`config.mk`:
```
export PLATFORM = sky130hd
export DESIGN_NAME = cc0_ctrl_zero
export DESIGN_NICKNAME = d
export VERILOG_FILES = /design/src/shared/cc0_pkg.sv /design/src/cc0_sync3.sv /design/src/cc0_tstamp.sv /design/src/cc0_ctrl_zero.sv
export SDC_FILE = /design/constraint.sdc
export NUM_CORES = 1
export LEC_CHECK = 0
export ABC_AREA = 1
export BUFFER_PORTS_ARGS = -buffer_cell sky130_fd_sc_hd__clkbuf_2
export CAP_MARGIN = 25
export CORE_ASPECT_RATIO = 1.4
export CORE_MARGIN = 3
export CORE_UTILIZATION = 50
export CTS_CLUSTER_SIZE = 30
export DETAILED_ROUTE_END_ITERATION = 10
export PLACE_DENSITY = 0.78
export SLEW_MARGIN = 25
export SYNTH_ARGS = -nofsm -noshare
export SYNTH_HDL_FRONTEND = slang
export SYNTH_HIERARCHICAL = 1
export SYNTH_SLANG_ARGS = --single-unit
```
`constraint.sdc`:
```
create_clock -name CLOCK -period 1.78 [get_ports CLOCK]
set_input_delay 0.356 -clock CLOCK [delete_from_list [all_inputs] [get_ports CLOCK]]
set_output_delay 0.356 -clock CLOCK [all_outputs]
set_load 0.02 [all_outputs]
```
`src/shared/cc0_pkg.sv`:
```
// package for the control register zero block: offsets, fields, resets
// assumes a 32-bit AXI4-Lite register bus, one word per register
package cc0_pkg;
  // byte addresses
  localparam logic [7:0] CC0_OFF_CTL0  = 8'h00;
  localparam logic [7:0] CC0_OFF_CTL1  = 8'h04;
  localparam logic [7:0] CC0_OFF_TSTMP = 8'h08;
  localparam logic [7:0] CC0_OFF_IRQST = 8'h0C;
  localparam logic [7:0] CC0_OFF_IRQMK = 8'h10;
  // control register zero fields
  localparam int CC0_B_RECEIVED_FRAME_FLAG = 7;
  localparam int CC0_B_RECEIVER_ACTIVE_STATUS = 6;
  localparam int CC0_B_SWAIT = 5;
  localparam int CC0_B_SYNC  = 4;
  localparam int CC0_B_TIMER = 3;
  localparam int CC0_B_WAKEUP_ENABLE  = 2;
  localparam int CC0_B_SLEEP_REQUEST = 1;
  localparam int CC0_B_INIRQ = 0;
  // control register one fields
  localparam int CC0_B_LOOPB = 5;
  localparam int CC0_B_INIAK = 0;
  localparam logic [7:0] CC0_CTL0_RST = 8'h01;
  // interrupt status bits
  localparam int CC0_I_RECEIVED_FRAME_FLAG = 0;
  localparam int CC0_I_SYNC  = 1;
  localparam int CC0_IRQ_W   = 2;
  localparam logic [1:0] CC0_RESP_OK  = 2'h0;
  localparam logic [1:0] CC0_RESP_ERR = 2'h2;
  // cycles spent in CC0_WAIT before an init request is acknowledged
  localparam int CC0_INIT_ACK_CYC = 2;
  typedef enum logic [1:0] {
    CC0_RUN  = 2'b00,
    CC0_WAIT = 2'b01,
    CC0_INIT = 2'b11
  } cc0_mode_t;
endpackage : cc0_pkg

```
`src/cc0_sync3.sv`:
```
// three-flop synchroniser for one pin level
// assumes the input is asynchronous to CLOCK
`timescale 1ns/100ps
module cc0_sync3
  import cc0_pkg::*;
(
  input  wire logic CLOCK,
  input  wire logic SRST,
  input  wire logic din,
  output logic      dout
);
  logic s1_q;
  logic s2_q;
  logic s3_q;

  always_ff @(posedge CLOCK) begin
    if (SRST) begin
      s1_q <= 1'b0;
      s2_q <= 1'b0;
      s3_q <= 1'b0;
      dout <= 1'b0;
    end else begin
      s1_q <= din;
      s2_q <= s1_q;
      s3_q <= s2_q;
      // change counts once second and third agree
      if (s2_q == s3_q) begin
        dout <= s3_q;
      end
    end
  end
endmodule : cc0_sync3

```
`src/cc0_tstamp.sv`:
```
// free-running 16-bit time-stamp counter on the bit clock tick
// assumes bit_tick is a one-cycle pulse on CLOCK
`timescale 1ns/100ps
module cc0_tstamp
  import cc0_pkg::*;
(
  input  wire logic        CLOCK,
  input  wire logic        SRST,
  input  wire logic        enable,
  input  wire logic        bit_tick,
  output logic [15:0]      count
);
  always_ff @(posedge CLOCK) begin
    if (SRST || !enable) begin
      count <= 16'h0000;
    end else if (bit_tick) begin
      count <= count + 16'h0001;
    end
  end
endmodule : cc0_tstamp

```
`src/cc0_ctrl_zero.sv`:
```
// control register zero of a CAN controller, with AXI4-Lite slave
// assumes the CAN engine supplies status pins and pulses on CLOCK
//
// The AXI4-Lite slave port and the register offsets were chosen for this implementation.
`timescale 1ns/100ps
// Function
// - every register bit is read from clocked flops on CLOCK, except the loopback bit, read straight from LOOPBACK.
// - writes are taken outside init; status bits are read-only.
// - in init mode all bits but wake, sleep and init hold reset.
// - writes work again once init request and acknowledge are low.
// - bit 7 is set on each valid received message until cleared.
// - writing one to bit 7 clears it; writing zero is ignored.
// - bits 7 and 6 are undefined while loopback is active.
// - bit 6 shows the receive front end is receiving a message.
// - bit 5 set gates off bus-side clocks in wait mode.
// - bit 4 reads one when synchronized to the bus and no init is requested.
// - bit 3 starts a 16-bit counter advanced by the bit clock.
// - at end of a valid frame the count is written to the buffer.
// - a disabled timer reads zero; bit 3 is low in init mode.
// - an init request is acknowledged and drops bus activity.
module cc0_ctrl_zero
  import cc0_pkg::*;
(
  input  wire logic        CLOCK,
  input  wire logic        SRST,
  // AXI4-Lite slave
  input  wire logic [7:0]  AWADDR,
  input  wire logic        AWVALID,
  output logic             AWREADY,
  input  wire logic [31:0] WDATA,
  input  wire logic [3:0]  WSTRB,
  input  wire logic        WVALID,
  output logic             WREADY,
  output logic [1:0]       BRESP,
  output logic             BVALID,
  input  wire logic        BREADY,
  input  wire logic [7:0]  ARADDR,
  input  wire logic        ARVALID,
  output logic             ARREADY,
  output logic [31:0]      RDATA,
  output logic [1:0]       RRESP,
  output logic             RVALID,
  input  wire logic        RREADY,
  // CAN engine side
  input  wire logic        RX_FRAME_OK,
  input  wire logic        RX_BUSY_PIN,
  input  wire logic        BUS_SYNCED,
  input  wire logic        BIT_TICK,
  input  wire logic        EOF_VALID,
  input  wire logic        LOOPBACK,
  input  wire logic        CPU_WAIT,
  output logic             INIT_ACKNOWLEDGE,
  output logic             ABORT_XFER,
  output logic             BUS_CLK_GATE,
  output logic             STAMP_WE,
  output logic [15:0]      STAMP_DATA,
  output logic             IRQ
);
  logic [7:0]           ctl0_q;
  logic                 init_ack_q;
  logic [1:0]           ack_cnt_q;
  cc0_mode_t            mode_q;
  logic [CC0_IRQ_W-1:0] ist_q;
  logic [CC0_IRQ_W-1:0] imsk_q;
  logic                 sync_prev_q;
  logic                 rx_act;
  logic                 sync_ok;
  logic [15:0]          tcount;
  logic                 aw_got_q;
  logic                 w_got_q;
  logic [7:0]           awaddr_q;
  logic [31:0]          wdata_q;
  logic [3:0]           wstrb_q;
  logic                 do_wr;
  logic                 in_init;
  logic                 wr_ctl0;
  logic                 wr_ist;
  logic [CC0_IRQ_W-1:0] ist_set;
  logic [CC0_IRQ_W-1:0] ist_clr;
  logic                 wr_imsk;
  logic                 aw_map;
  logic [31:0]          rd_word;
  logic                 rd_err;

  assign in_init = ctl0_q[CC0_B_INIRQ] && init_ack_q;
  assign sync_ok = BUS_SYNCED && !ctl0_q[CC0_B_INIRQ];

  // receive busy comes from an outside pin
  cc0_sync3 u_rx_sync (
    .CLOCK (CLOCK),
    .SRST  (SRST),
    .din   (RX_BUSY_PIN),
    .dout  (rx_act)
  );

  cc0_tstamp u_tstamp (
    .CLOCK    (CLOCK),
    .SRST     (SRST),
    .enable   (ctl0_q[CC0_B_TIMER]),
    .bit_tick (BIT_TICK),
    .count    (tcount)
  );

  // write channel capture, address and data in either order
  assign do_wr = aw_got_q && w_got_q && !BVALID;

  always_ff @(posedge CLOCK) begin
    if (SRST) begin
      aw_got_q <= 1'b0;
      awaddr_q <= 8'h00;
      AWREADY  <= 1'b0;
    end else if (do_wr) begin
      aw_got_q <= 1'b0;
      AWREADY  <= 1'b0;
    end else if (AWVALID && AWREADY) begin
      aw_got_q <= 1'b1;
      awaddr_q <= AWADDR;
      AWREADY  <= 1'b0;
    end else begin
      // readies reopen only after the response is taken
      AWREADY  <= !aw_got_q && !BVALID;
    end
  end

  always_ff @(posedge CLOCK) begin
    if (SRST) begin
      w_got_q <= 1'b0;
      wdata_q <= 32'h0000_0000;
      wstrb_q <= 4'h0;
      WREADY  <= 1'b0;
    end else if (do_wr) begin
      w_got_q <= 1'b0;
      WREADY  <= 1'b0;
    end else if (WVALID && WREADY) begin
      w_got_q <= 1'b1;
      wdata_q <= WDATA;
      wstrb_q <= WSTRB;
      WREADY  <= 1'b0;
    end else begin
      WREADY  <= !w_got_q && !BVALID;
    end
  end

  always_ff @(posedge CLOCK) begin
    if (SRST) begin
      BVALID <= 1'b0;
      BRESP  <= CC0_RESP_OK;
    end else if (do_wr) begin
      BVALID <= 1'b1;
      BRESP  <= aw_map ? CC0_RESP_OK : CC0_RESP_ERR;
    end else if (BVALID && BREADY) begin
      BVALID <= 1'b0;
    end
  end

  assign wr_ctl0 = do_wr && awaddr_q == CC0_OFF_CTL0 && wstrb_q[0];
  assign wr_ist  = do_wr && awaddr_q == CC0_OFF_IRQST && wstrb_q[0];
  assign wr_imsk = do_wr && awaddr_q == CC0_OFF_IRQMK && wstrb_q[0];

  // unmapped word offsets answer with a slave error, data dropped
  always_comb begin
    case (awaddr_q)
      CC0_OFF_CTL0, CC0_OFF_CTL1, CC0_OFF_TSTMP,
      CC0_OFF_IRQST, CC0_OFF_IRQMK: aw_map = 1'b1;
      default:                      aw_map = 1'b0;
    endcase
  end

  // control register zero
  always_ff @(posedge CLOCK) begin
    if (SRST) begin
      ctl0_q <= CC0_CTL0_RST;
    end else begin
      // status bits follow hardware, always readable
      ctl0_q[CC0_B_RECEIVER_ACTIVE_STATUS] <= rx_act && !in_init;
      ctl0_q[CC0_B_SYNC]  <= sync_ok && !in_init;
      if (in_init) begin
        ctl0_q[CC0_B_RECEIVED_FRAME_FLAG] <= 1'b0;
        ctl0_q[CC0_B_SWAIT] <= 1'b0;
        ctl0_q[CC0_B_TIMER] <= 1'b0;
        if (wr_ctl0) begin
          ctl0_q[CC0_B_WAKEUP_ENABLE]  <= wdata_q[CC0_B_WAKEUP_ENABLE];
          ctl0_q[CC0_B_SLEEP_REQUEST] <= wdata_q[CC0_B_SLEEP_REQUEST];
          ctl0_q[CC0_B_INIRQ] <= wdata_q[CC0_B_INIRQ];
        end
      end else begin
        // set wins over a clear in the same cycle
        if (RX_FRAME_OK) begin
          ctl0_q[CC0_B_RECEIVED_FRAME_FLAG] <= 1'b1;
        end else if (wr_ctl0 && wdata_q[CC0_B_RECEIVED_FRAME_FLAG]) begin
          ctl0_q[CC0_B_RECEIVED_FRAME_FLAG] <= 1'b0;
        end
        // writable only while the init acknowledge is low
        if (wr_ctl0 && !init_ack_q) begin
          ctl0_q[CC0_B_SWAIT] <= wdata_q[CC0_B_SWAIT];
          ctl0_q[CC0_B_TIMER] <= wdata_q[CC0_B_TIMER];
          ctl0_q[CC0_B_WAKEUP_ENABLE]  <= wdata_q[CC0_B_WAKEUP_ENABLE];
          ctl0_q[CC0_B_SLEEP_REQUEST] <= wdata_q[CC0_B_SLEEP_REQUEST];
          ctl0_q[CC0_B_INIRQ] <= wdata_q[CC0_B_INIRQ];
        end
        if (ctl0_q[CC0_B_INIRQ]) begin
          ctl0_q[CC0_B_TIMER] <= 1'b0;
        end
      end
    end
  end

  // init handshake: acknowledge after a short abort window
  always_ff @(posedge CLOCK) begin
    if (SRST) begin
      mode_q     <= CC0_INIT;
      init_ack_q <= 1'b1;
      ack_cnt_q  <= 2'h0;
      ABORT_XFER <= 1'b1;
    end else begin
      case (mode_q)
        CC0_RUN: begin
          if (ctl0_q[CC0_B_INIRQ]) begin
            mode_q     <= CC0_WAIT;
            ack_cnt_q  <= 2'h0;
            ABORT_XFER <= 1'b1;
          end
        end
        CC0_WAIT: begin
          if (!ctl0_q[CC0_B_INIRQ]) begin
            mode_q     <= CC0_RUN;
            ABORT_XFER <= 1'b0;
          end else if (ack_cnt_q == 2'(CC0_INIT_ACK_CYC - 1)) begin
            mode_q     <= CC0_INIT;
            init_ack_q <= 1'b1;
          end else begin
            ack_cnt_q <= ack_cnt_q + 2'h1;
          end
        end
        CC0_INIT: begin
          // leaving init: the engine resyncs once abort drops
          if (!ctl0_q[CC0_B_INIRQ]) begin
            mode_q     <= CC0_RUN;
            init_ack_q <= 1'b0;
            ABORT_XFER <= 1'b0;
          end
        end
        default: begin
          mode_q <= CC0_RUN;
        end
      endcase
    end
  end

  always_ff @(posedge CLOCK) begin
    if (SRST) begin
      INIT_ACKNOWLEDGE <= 1'b1;
      BUS_CLK_GATE     <= 1'b0;
    end else begin
      INIT_ACKNOWLEDGE <= init_ack_q;
      BUS_CLK_GATE     <= ctl0_q[CC0_B_SWAIT] && CPU_WAIT;
    end
  end

  // stamp the buffer's two top bytes right after a valid end of frame
  always_ff @(posedge CLOCK) begin
    if (SRST) begin
      STAMP_WE   <= 1'b0;
      STAMP_DATA <= 16'h0000;
    end else begin
      STAMP_WE   <= EOF_VALID && ctl0_q[CC0_B_TIMER];
      STAMP_DATA <= tcount;
    end
  end

  // interrupt status: received frame and sync gained
  always_ff @(posedge CLOCK) begin
    if (SRST) begin
      sync_prev_q <= 1'b0;
    end else begin
      sync_prev_q <= ctl0_q[CC0_B_SYNC];
    end
  end

  always_comb begin
    ist_set = '0;
    ist_set[CC0_I_RECEIVED_FRAME_FLAG] = RX_FRAME_OK && !in_init && !LOOPBACK;
    ist_set[CC0_I_SYNC]  = ctl0_q[CC0_B_SYNC] && !sync_prev_q;
    ist_clr = wr_ist ? wdata_q[CC0_IRQ_W-1:0] : '0;
  end

  always_ff @(posedge CLOCK) begin
    if (SRST) begin
      ist_q  <= '0;
      imsk_q <= '0;
      IRQ    <= 1'b0;
    end else begin
      ist_q <= (ist_q & ~ist_clr) | ist_set;
      if (wr_imsk) begin
        imsk_q <= wdata_q[CC0_IRQ_W-1:0];
      end
      IRQ <= |(((ist_q & ~ist_clr) | ist_set) & imsk_q);
    end
  end

  // read word select; fields are flops on CLOCK except the loopback bit, read straight from LOOPBACK
  always_comb begin
    rd_word = 32'h0000_0000;
    rd_err  = 1'b0;
    case (ARADDR)
      CC0_OFF_CTL0: begin
        rd_word[7:0] = ctl0_q;
      end
      CC0_OFF_CTL1: begin
        rd_word[CC0_B_INIAK] = init_ack_q;
        rd_word[CC0_B_LOOPB] = LOOPBACK;
      end
      CC0_OFF_TSTMP: begin
        rd_word[15:0] = tcount;
      end
      CC0_OFF_IRQST: begin
        rd_word[CC0_IRQ_W-1:0] = ist_q;
      end
      CC0_OFF_IRQMK: begin
        rd_word[CC0_IRQ_W-1:0] = imsk_q;
      end
      default: begin
        rd_err = 1'b1;
      end
    endcase
  end

  // read channel, answer one cycle after the address is taken
  always_ff @(posedge CLOCK) begin
    if (SRST) begin
      ARREADY <= 1'b0;
      RVALID  <= 1'b0;
      RDATA   <= 32'h0000_0000;
      RRESP   <= CC0_RESP_OK;
    end else if (ARVALID && ARREADY) begin
      ARREADY <= 1'b0;
      RVALID  <= 1'b1;
      RDATA   <= rd_word;
      RRESP   <= rd_err ? CC0_RESP_ERR : CC0_RESP_OK;
    end else if (RVALID && RREADY) begin
      RVALID <= 1'b0;
    end else begin
      ARREADY <= !RVALID;
    end
  end
endmodule : cc0_ctrl_zero

```
Yosys cells after proc, flatten, opt, wreduce, memory -nomap -nowiden
Index checks and enable logic that the tools add are counted.
Widths: inputs -> output; s select.

word-level totals
  register bits = 103
  output and inout port bits = 62

operators by class
  reduce and logical (&&, ||, !) cells = 64
  bitwise gates (word level) = 5
  mux-type cells = 34
  $add $sub $neg = 2
  equal/unequal tests = 20

operator list
  cell                   number
  $eq 8x4->1 const B     4
  $logic_and 1x1->1      26
  $mux 2                 10
  $add 16x1->16 const B  1
  $eq 8x3->1 const B     2
  $eq 8x5->1 const B     2
  $logic_not 8->1        2
  $reduce_bool 2->1      7
  $ne 2x2->1 const B     6
  $mux 1                 11
  $logic_not 1->1        10
  $reduce_or 2->1        5
  $reduce_or 5->1        2
  $mux 3                 3
  $reduce_or 3->1        3
  $mux 8                 1
  $pmux 2 s2             2
  $reduce_and 4->1       2
  $pmux 2 s3             1
  $pmux 3 s2             1
  $reduce_and 2->1       3
  $reduce_and 3->1       2
  $pmux 1 s5             1
  $and 2x2->2            2
  14 further kinds       16

Longest topological paths before layout
Gate-level depths: netlist (run 1).

  depth in word-level cells = 10
  depth in mapped cells = 9
  mapped depth without buffers = 9

Modules after synthesis
Netlist (run 1), hierarchy kept.

modules (own cells, without submodules)
  module         area each (sq um)  times used  cells an instance
  cc0_ctrl_zero  3310.7             1           443
  cc0_tstamp     887.1              1           132
  cc0_sync3      121.4              1           13

Least setup slack after synthesis (run 1)
Ideal clock, no wire load.

  kind = reg-to-reg
  start = reg BVALID
  end = reg wdata_q[0]
  setup slack = 0.555 ns
  arrival = 1.105 ns
  cell stages (with the launch flop) = 7
  library setup time = 0.119 ns
  buffers on the path = 1
  data required time = 1.661 ns
  cell sequence = dfxtp_1 > inv_1 > nand3_4 > nand2_1 > buf_2 > o21ai_0 > a21oi_1

on the way
  longest elaborated chain between the ends = 4

RTL lines
  item                               line                  RTL
  start: declaration                 cc0_ctrl_zero.sv:35   output logic BVALID,
  start signal: assignment           cc0_ctrl_zero.sv:146  BVALID <= 1'b0;
  start signal: assignment           cc0_ctrl_zero.sv:149  BVALID <= 1'b1;
  start signal: assignment           cc0_ctrl_zero.sv:152  BVALID <= 1'b0;
  $logic_not 1->1                    cc0_ctrl_zero.sv:105  assign do_wr = aw_got_q && w_got_q && !BVALID;
  $logic_and 1x1->1                  cc0_ctrl_zero.sv:105
  $not 1->1 (no source line)         n/a
  $reduce_and 2->1 (no source line)  n/a
  end signal: assignment             cc0_ctrl_zero.sv:128  wdata_q <= 32'h0000_0000;
  end signal: assignment             cc0_ctrl_zero.sv:136  wdata_q <= WDATA;
  end: declaration                   cc0_ctrl_zero.sv:72   logic [31:0] wdata_q;

No other way between the ends.
A chain may end at the register's enable or synchronous reset.

Worst setup path in the final report (run 1)
  start = reg u_tstamp.count[1]
  end = reg u_tstamp.count[10]

on the way
  longest elaborated chain between the ends = 1

RTL lines
  item                      line              RTL
  start: declaration        cc0_tstamp.sv:11  output logic [15:0] count
  start signal: assignment  cc0_tstamp.sv:17  count <= count + 16'h0001;
  $add 16x1->16             cc0_tstamp.sv:17

No other way between the ends.

==> impl_metrics.toml, run 1 <==
[die]
start_util = 0.5207
die_area_um2 = 9805
die_x_um = 84.55
io_pins = 128
fp-row-count = 39
core_um2 = 8295
die_h_um = 116.0

[critical_path]
start_kind = "flip-flop"
critical_path_class = "flip-flop to flip-flop"
cp_max_fo = 6
worst_setup_path_end_kind = "flip-flop"
worst_ep_required_time_ns = 2.02
cp_data_arrival_time_ns = 1.68

[sta]
max_freq_ghz = 0.6960
finalCritPeriodShare = 0.8072
finalSetupTns_ns = 0
setup_slack_ns = 0.3431
fin_skew_ns = 0.008534
tightest_slew_ns = 0.7122
post-route-min-period_ns = 1.437
hold_viol = 0
rsz0062_at_grt = "false"
drv_slew = 0
max_slew_margin = 0.5235
hold_ws_ns = 0.1923
setup_viol = 0

[cells_and_area]
fill_cells = 759
area.growth.synth_to_final_pct = 17.76
layout_commonest_cell = "nand2_1"
layout_common_cells = "nand2_1 (108), nor2_1 (103), dfxtp_1 (99), inv_1 (81), clkbuf_2 (80)"
fin_nets = 740
drive_gt1_frac = 0.2127
diodes = 0

[global_route]
grt_max_degree = 17
grt_pass1_wl_um = 16180
grt.total_usage = 0.2070
grt_overflow = 0
antenna_found_initial = 0
grt_pass1_vias = 3540

[synthesis]
yosys.area.top_type = "dfxtp_1"
yosysWarningCount = 6
synth_cell_type_count = 37
synth.yosys.seq_area_share = 0.4589
netlist.area_leader.share = 0.4589
synth_area_leaders = "dfxtp_1 (46%), nand2_1 (9.4%), nor2_1 (9.0%), inv_1 (7.0%), o21ai_0 (4.1%)"
syn_inst = 588
synth.cell_area_um2 = 4319
avgSynthCellArea_um2 = 7.345
ys_ff_latch = 99

[routing]
routedWlPerCell_um = 12.81
ant_nets = 0
first_iter_violations = 253
vias = 3827
dr.pass1.iters = 4
drt-total-wl_um = 9977
drcViolationCount = 0
drt-vias-per-instance = 4.913

[cts]
cts_sinks = 99
postCtsSetupBuffers = 0
clockBufferDepth = 2
cts_root_buf = "clkbuf_16"
cts_tree = "done"
cts.htree.levels = 3
ctsHoldBuffers = 0
cts_made_buffers = 9
insertion_delay_ns = 0.35
clk_pin_slew_worst_paths_ns = 0.06
ctsResizeCount = 0

[run]
cap_violations = 0

[placed_design]
port_buffers = 80
place_ws_ns = 0.1801
routabilityCongestion = 0.8877
dp_hpwl_um = 7402

[power_and_ir_drop]
leakage_uw = 0.002279
irDropWorstVdd_uv = 511.5
powerDensity_nw_per_um2 = 945.2

[min_path]
holdCritPathClass = "input port to flip-flop"

[run_status]
outcome = "completed"
[per-stage QoR]
step / std cells / instance area (um2) / total power [uW] / util
finish: 779 / 5086 / 4808 / 0.6131
global placement: 763 / 4750 / 2693 / 0.5725
CTS: 779 / 5086 / 4837 / 0.6131
detailed placement: 763 / 4750 / 2702 / 0.5725
floorplan: 605 / 4383 / 2622 / -
global route: 779 / 5086 / 4989 / 0.6131
[power by group]
part	total, uW	switching, uW	internal [uW]
logic	352	240	112
registers	2300	33.5	2270
clock network	2150	839	1320
[synthesized netlist by cell type (all sizes together)]
library cell,instances
conb,1
nor3,5
o21bai,2
nand2,117
o311ai,1
o31ai,1
ha,2
a31oi,2
xor2,2
nor2,120
inv,85
dfxtp,99
nor4,2
nand4,7
o211ai,3
a21oi,29
or2,2
o22ai,2
nand3,31
o21ai,39
nor3b,1
nand3b,3
buf,32
[layout make-up]
| cell class | instances | area [um2] | share of cell area |
|---|---|---|---|
| Inverter | 85 | 319.1 | 0.06273 |
| Sequential cell | 99 | 1982 | 0.3897 |
| Tap cell | 102 | 127.6 | 0.02509 |
| Clock buffer | 11 | 252.7 | 0.04969 |
| Multi-Input combinational cell | 389 | 1861 | 0.3658 |
| Clock inverter | 5 | 83.83 | 0.01648 |
| Timing Repair Buffer | 88 | 460.4 | 0.09053 |
[flip-flops by register name, summed over array words and instances (netlist names), 6 cells and up]
| register | count |
|---|---|
| u_tstamp/count | 16 |
| wdata_q | 6 |
| ctl0_q | 8 |
| RDATA | 16 |
| STAMP_DATA | 16 |
| awaddr_q | 8 |
[critical path: stages, from the launching register on]
cell,delay [ns]
dfxtp_1,0.47
ha_1,0.26
nand2_1,0.13
nor2_4,0.21
nand2_1,0.10
o21ai_1,0.12
nor2_1,0.05
[path summary, 6_finish.rpt]
| path | startpoint | slack, ns | endpoint | cells after the start |
|---|---|---|---|---|
| setup / recovery | u_tstamp/count[1] | 0.34 | u_tstamp/count[10] | 6 |
| hold / removal | RX_BUSY_PIN | 0.19 | u_rx_sync/s1_q | 3 |
| setup reg to reg | u_tstamp/count[1] | 0.34 | u_tstamp/count[10] | 6 |
| hold reg to reg | u_rx_sync/s1_q | 0.41 | u_rx_sync/s2_q | 2 |
[cells by family (layout without fill, tap and decap cells)]
group / Yosys count / after routing / share of synthesized area
DFF: 99 / 99 / 0.4589
and+or+nand+nor: 288 / 288 / 0.3059
adders and majority gates: 2 / 2 / 0.005793
other: 1 / 18 / 0.0008682
xor gates and xnor gates: 2 / 2 / 0.004056
buffers and inverters: 117 / 189 / 0.1251
AOI/OAI and AO/OA: 79 / 79 / 0.09936
[metal layers]
metal | global-route usage | vias up | routed length [um]
met2 | 0.3576 | 83 | 4981
met5 | 0 | - | 0
met3 | 0.04125 | 27 | 493
li1 | - | 1964 | -
met4 | 0.1162 | 0 | 272
met1 | 0.2389 | 1753 | 4229
Power figures use the tool's default switching activity.
==> run 2, diff against run 1 <==
==> constraint.sdc (replaced) <==
create_clock -name CLOCK -period 1.4 [get_ports CLOCK]
set_input_delay 0.28 -clock CLOCK [delete_from_list [all_inputs] [get_ports CLOCK]]
set_output_delay 0.28 -clock CLOCK [all_outputs]
set_load 0.02 [all_outputs]
==> impl_metrics.toml, run 2 (synthesis gave the netlist of run 1 again) <==
[critical_path]
worst_setup_path_end_kind = "flip-flop"
path_common_cell = "nand2_1"
worst_ep_required_time_ns = 1.63
cp_top_family = "simple AND/OR/NAND/NOR gates"
critical_path_class = "flip-flop to flip-flop"
worstReg2RegEnd = "u_tstamp/count[10]"
cp_max_fo = 6
cp_slowest_cell = "dfxtp_2"
r2r_start = "u_tstamp/count[1]"
start_kind = "flip-flop"
r2r_cells = 6
cp_data_arrival_time_ns = 1.50
critPathMaxStageDelay_ns = 0.37
r2r_slack_ns = 0.14
worstPathCellList = "ha_2, nand2_1, nor2_4, nand2_1, o21ai_1, nor2_1"
critPathBufInv = 0

[die]
fp-row-count = 39
die_area_um2 = 9805
die_x_um = 84.55
io_pins = 128
core_um2 = 8295
die_h_um = 116.0
start_util = 0.5207

[global_route]
grt_pass1_wl_um = 16490
grt_max_degree = 16
grt.total_usage = 0.2091
grt_pass1_vias = 3787
antenna_found_initial = 0
grt_overflow = 0

[cts]
insertion_delay_ns = 0.34
cts_root_buf = "clkbuf_16"
cts.htree.levels = 3
cts_sinks = 99
clk_pin_slew_worst_paths_ns = 0.06
cts_tree = "done"
cts_made_buffers = 9
clockBufferDepth = 2

[cells_and_area]
diodes = 0
stdcell_count = 787
largestRegisters = "RDATA x16, STAMP_DATA x16, u_tstamp/count x16"
layout_common_cells = "nand2_1 (107), nor2_1 (100), dfxtp_1 (97), inv_1 (80), clkbuf_2 (80)"
fin_nets = 750
final_area_um2 = 5150
layout_commonest_cell = "nand2_1"
drive_gt1_frac = 0.2336
area.growth.synth_to_final_pct = 19.24
fill_cells = 748

[placed_design]
dp_hpwl_um = 7594
dp_cells = 771
port_buffers = 80
dpl-instance-area_um2 = 4810
routabilityCongestion = 0.9102

[run]
cap_violations = 0

[sta]
finalSetupTns_ns = 0
rsz0062_at_grt = "false"
hold_viol = 0
fin_skew_ns = 0.009497
drv_slew = 0
post-route-min-period_ns = 1.265
hold_ws_ns = 0.1247
finalCritPeriodShare = 0.9035
setup_viol = 0
max_freq_ghz = 0.7906

[min_path]
holdCritPathClass = "input port to flip-flop"
hold_start = "RX_BUSY_PIN"
hold_end = "u_rx_sync/s1_q"
hold_depth = 3

[routing]
drt-vias-per-instance = 4.869
drcViolationCount = 0
dr.pass1.iters = 5
drt-total-wl_um = 9870
ant_nets = 0
routedWlPerCell_um = 12.54
vias = 3832
first_iter_violations = 252

[power_and_ir_drop]
leakage_uw = 0.002308
powerDensity_nw_per_um2 = 1158
irDropWorstVdd_uv = 929.0

[run_status]
outcome = "completed"
==> run 2: cell count changes in the layout (fill, tap and decap cells not counted), sizes merged <==
cell    previous run  this run
buf                8        18
clkbuf            91        90
clkinv             1         0
==> run 2: metal layers <==
| layer | GRT usage | vias up | share of wire |
|---|---|---|---|
| met5 | 0 | - | 0 |
| li1 | - | 1988 | - |
| met3 | 0.04196 | 17 | 0.054 |
| met2 | 0.3706 | 102 | 0.51 |
| met1 | 0.2385 | 1725 | 0.42 |
| met4 | 0.1045 | 0 | 0.020 |
==> run 2: report_power, final <==
| group | total (uW) | switching (uW) | internal [uW] | leakage, uW |
|---|---|---|---|---|
| logic | 468 | 314 | 154 | 0.00136 |
| registers | 2930 | 41.3 | 2880 | 0.000804 |
| clock network | 2570 | 1020 | 1550 | 0.000145 |
| total | 5960 | 1370 | 4590 | 0.00231 |
==> run 2: how the worst max path moves through the flow <==
stage	from	end	slack [ns]	cells after the start
CTS	ARREADY	RDATA[9]	0.02	5
finish	u_tstamp/count[1]	u_tstamp/count[10]	0.14	6
detailed placement	SRST	RDATA[9]	-0.07	4
floorplan	BVALID	wdata_q[0]	0.18	6
global placement	SRST	RDATA[2]	0.02	4
global route	BVALID	IRQ	0.004	8
==> run 2: repair_timing <==
action / in CTS / in global routing
gates resized for setup: 0 / 9
endpoints found under the setup margin: 0 / 30
hold buffers: 0 / 0
setup buffers: 0 / 2
==> run 2: layout make-up <==
| type | instances | area [um2] | area share |
|---|---|---|---|
| clock inverters | 4 | 76.32 | 0.01482 |
| repair buffers | 98 | 535.5 | 0.1040 |
| well taps | 102 | 127.6 | 0.02478 |
| flip-flops and latches | 99 | 1984 | 0.3853 |
| multi-input cells | 389 | 1878 | 0.3647 |
| inverters | 85 | 319.1 | 0.06195 |
| clock buffers | 10 | 229.0 | 0.04446 |
==> run 2: metrics by stage <==
stage	power (uW)	setup slack, ns	utilization
after floorplan	3334	0.1753	-
after global placement	3432	0.02167	0.5798
after detailed placement	3444	-0.06700	0.5798
after CTS	5997	0.02165	0.6166
after global routing	6187	0.003914	0.6208
final	5964	0.1351	0.6208
==> run 2: worst reg2reg max path: cells and delay by family, from the launching register on <==
family | cells | cell delay [ns]
and+or+nand+nor | 4 | 0.44
DFF | 1 | 0.37
adders and majority gates | 1 | 0.22
AOI/OAI and AO/OA | 1 | 0.12
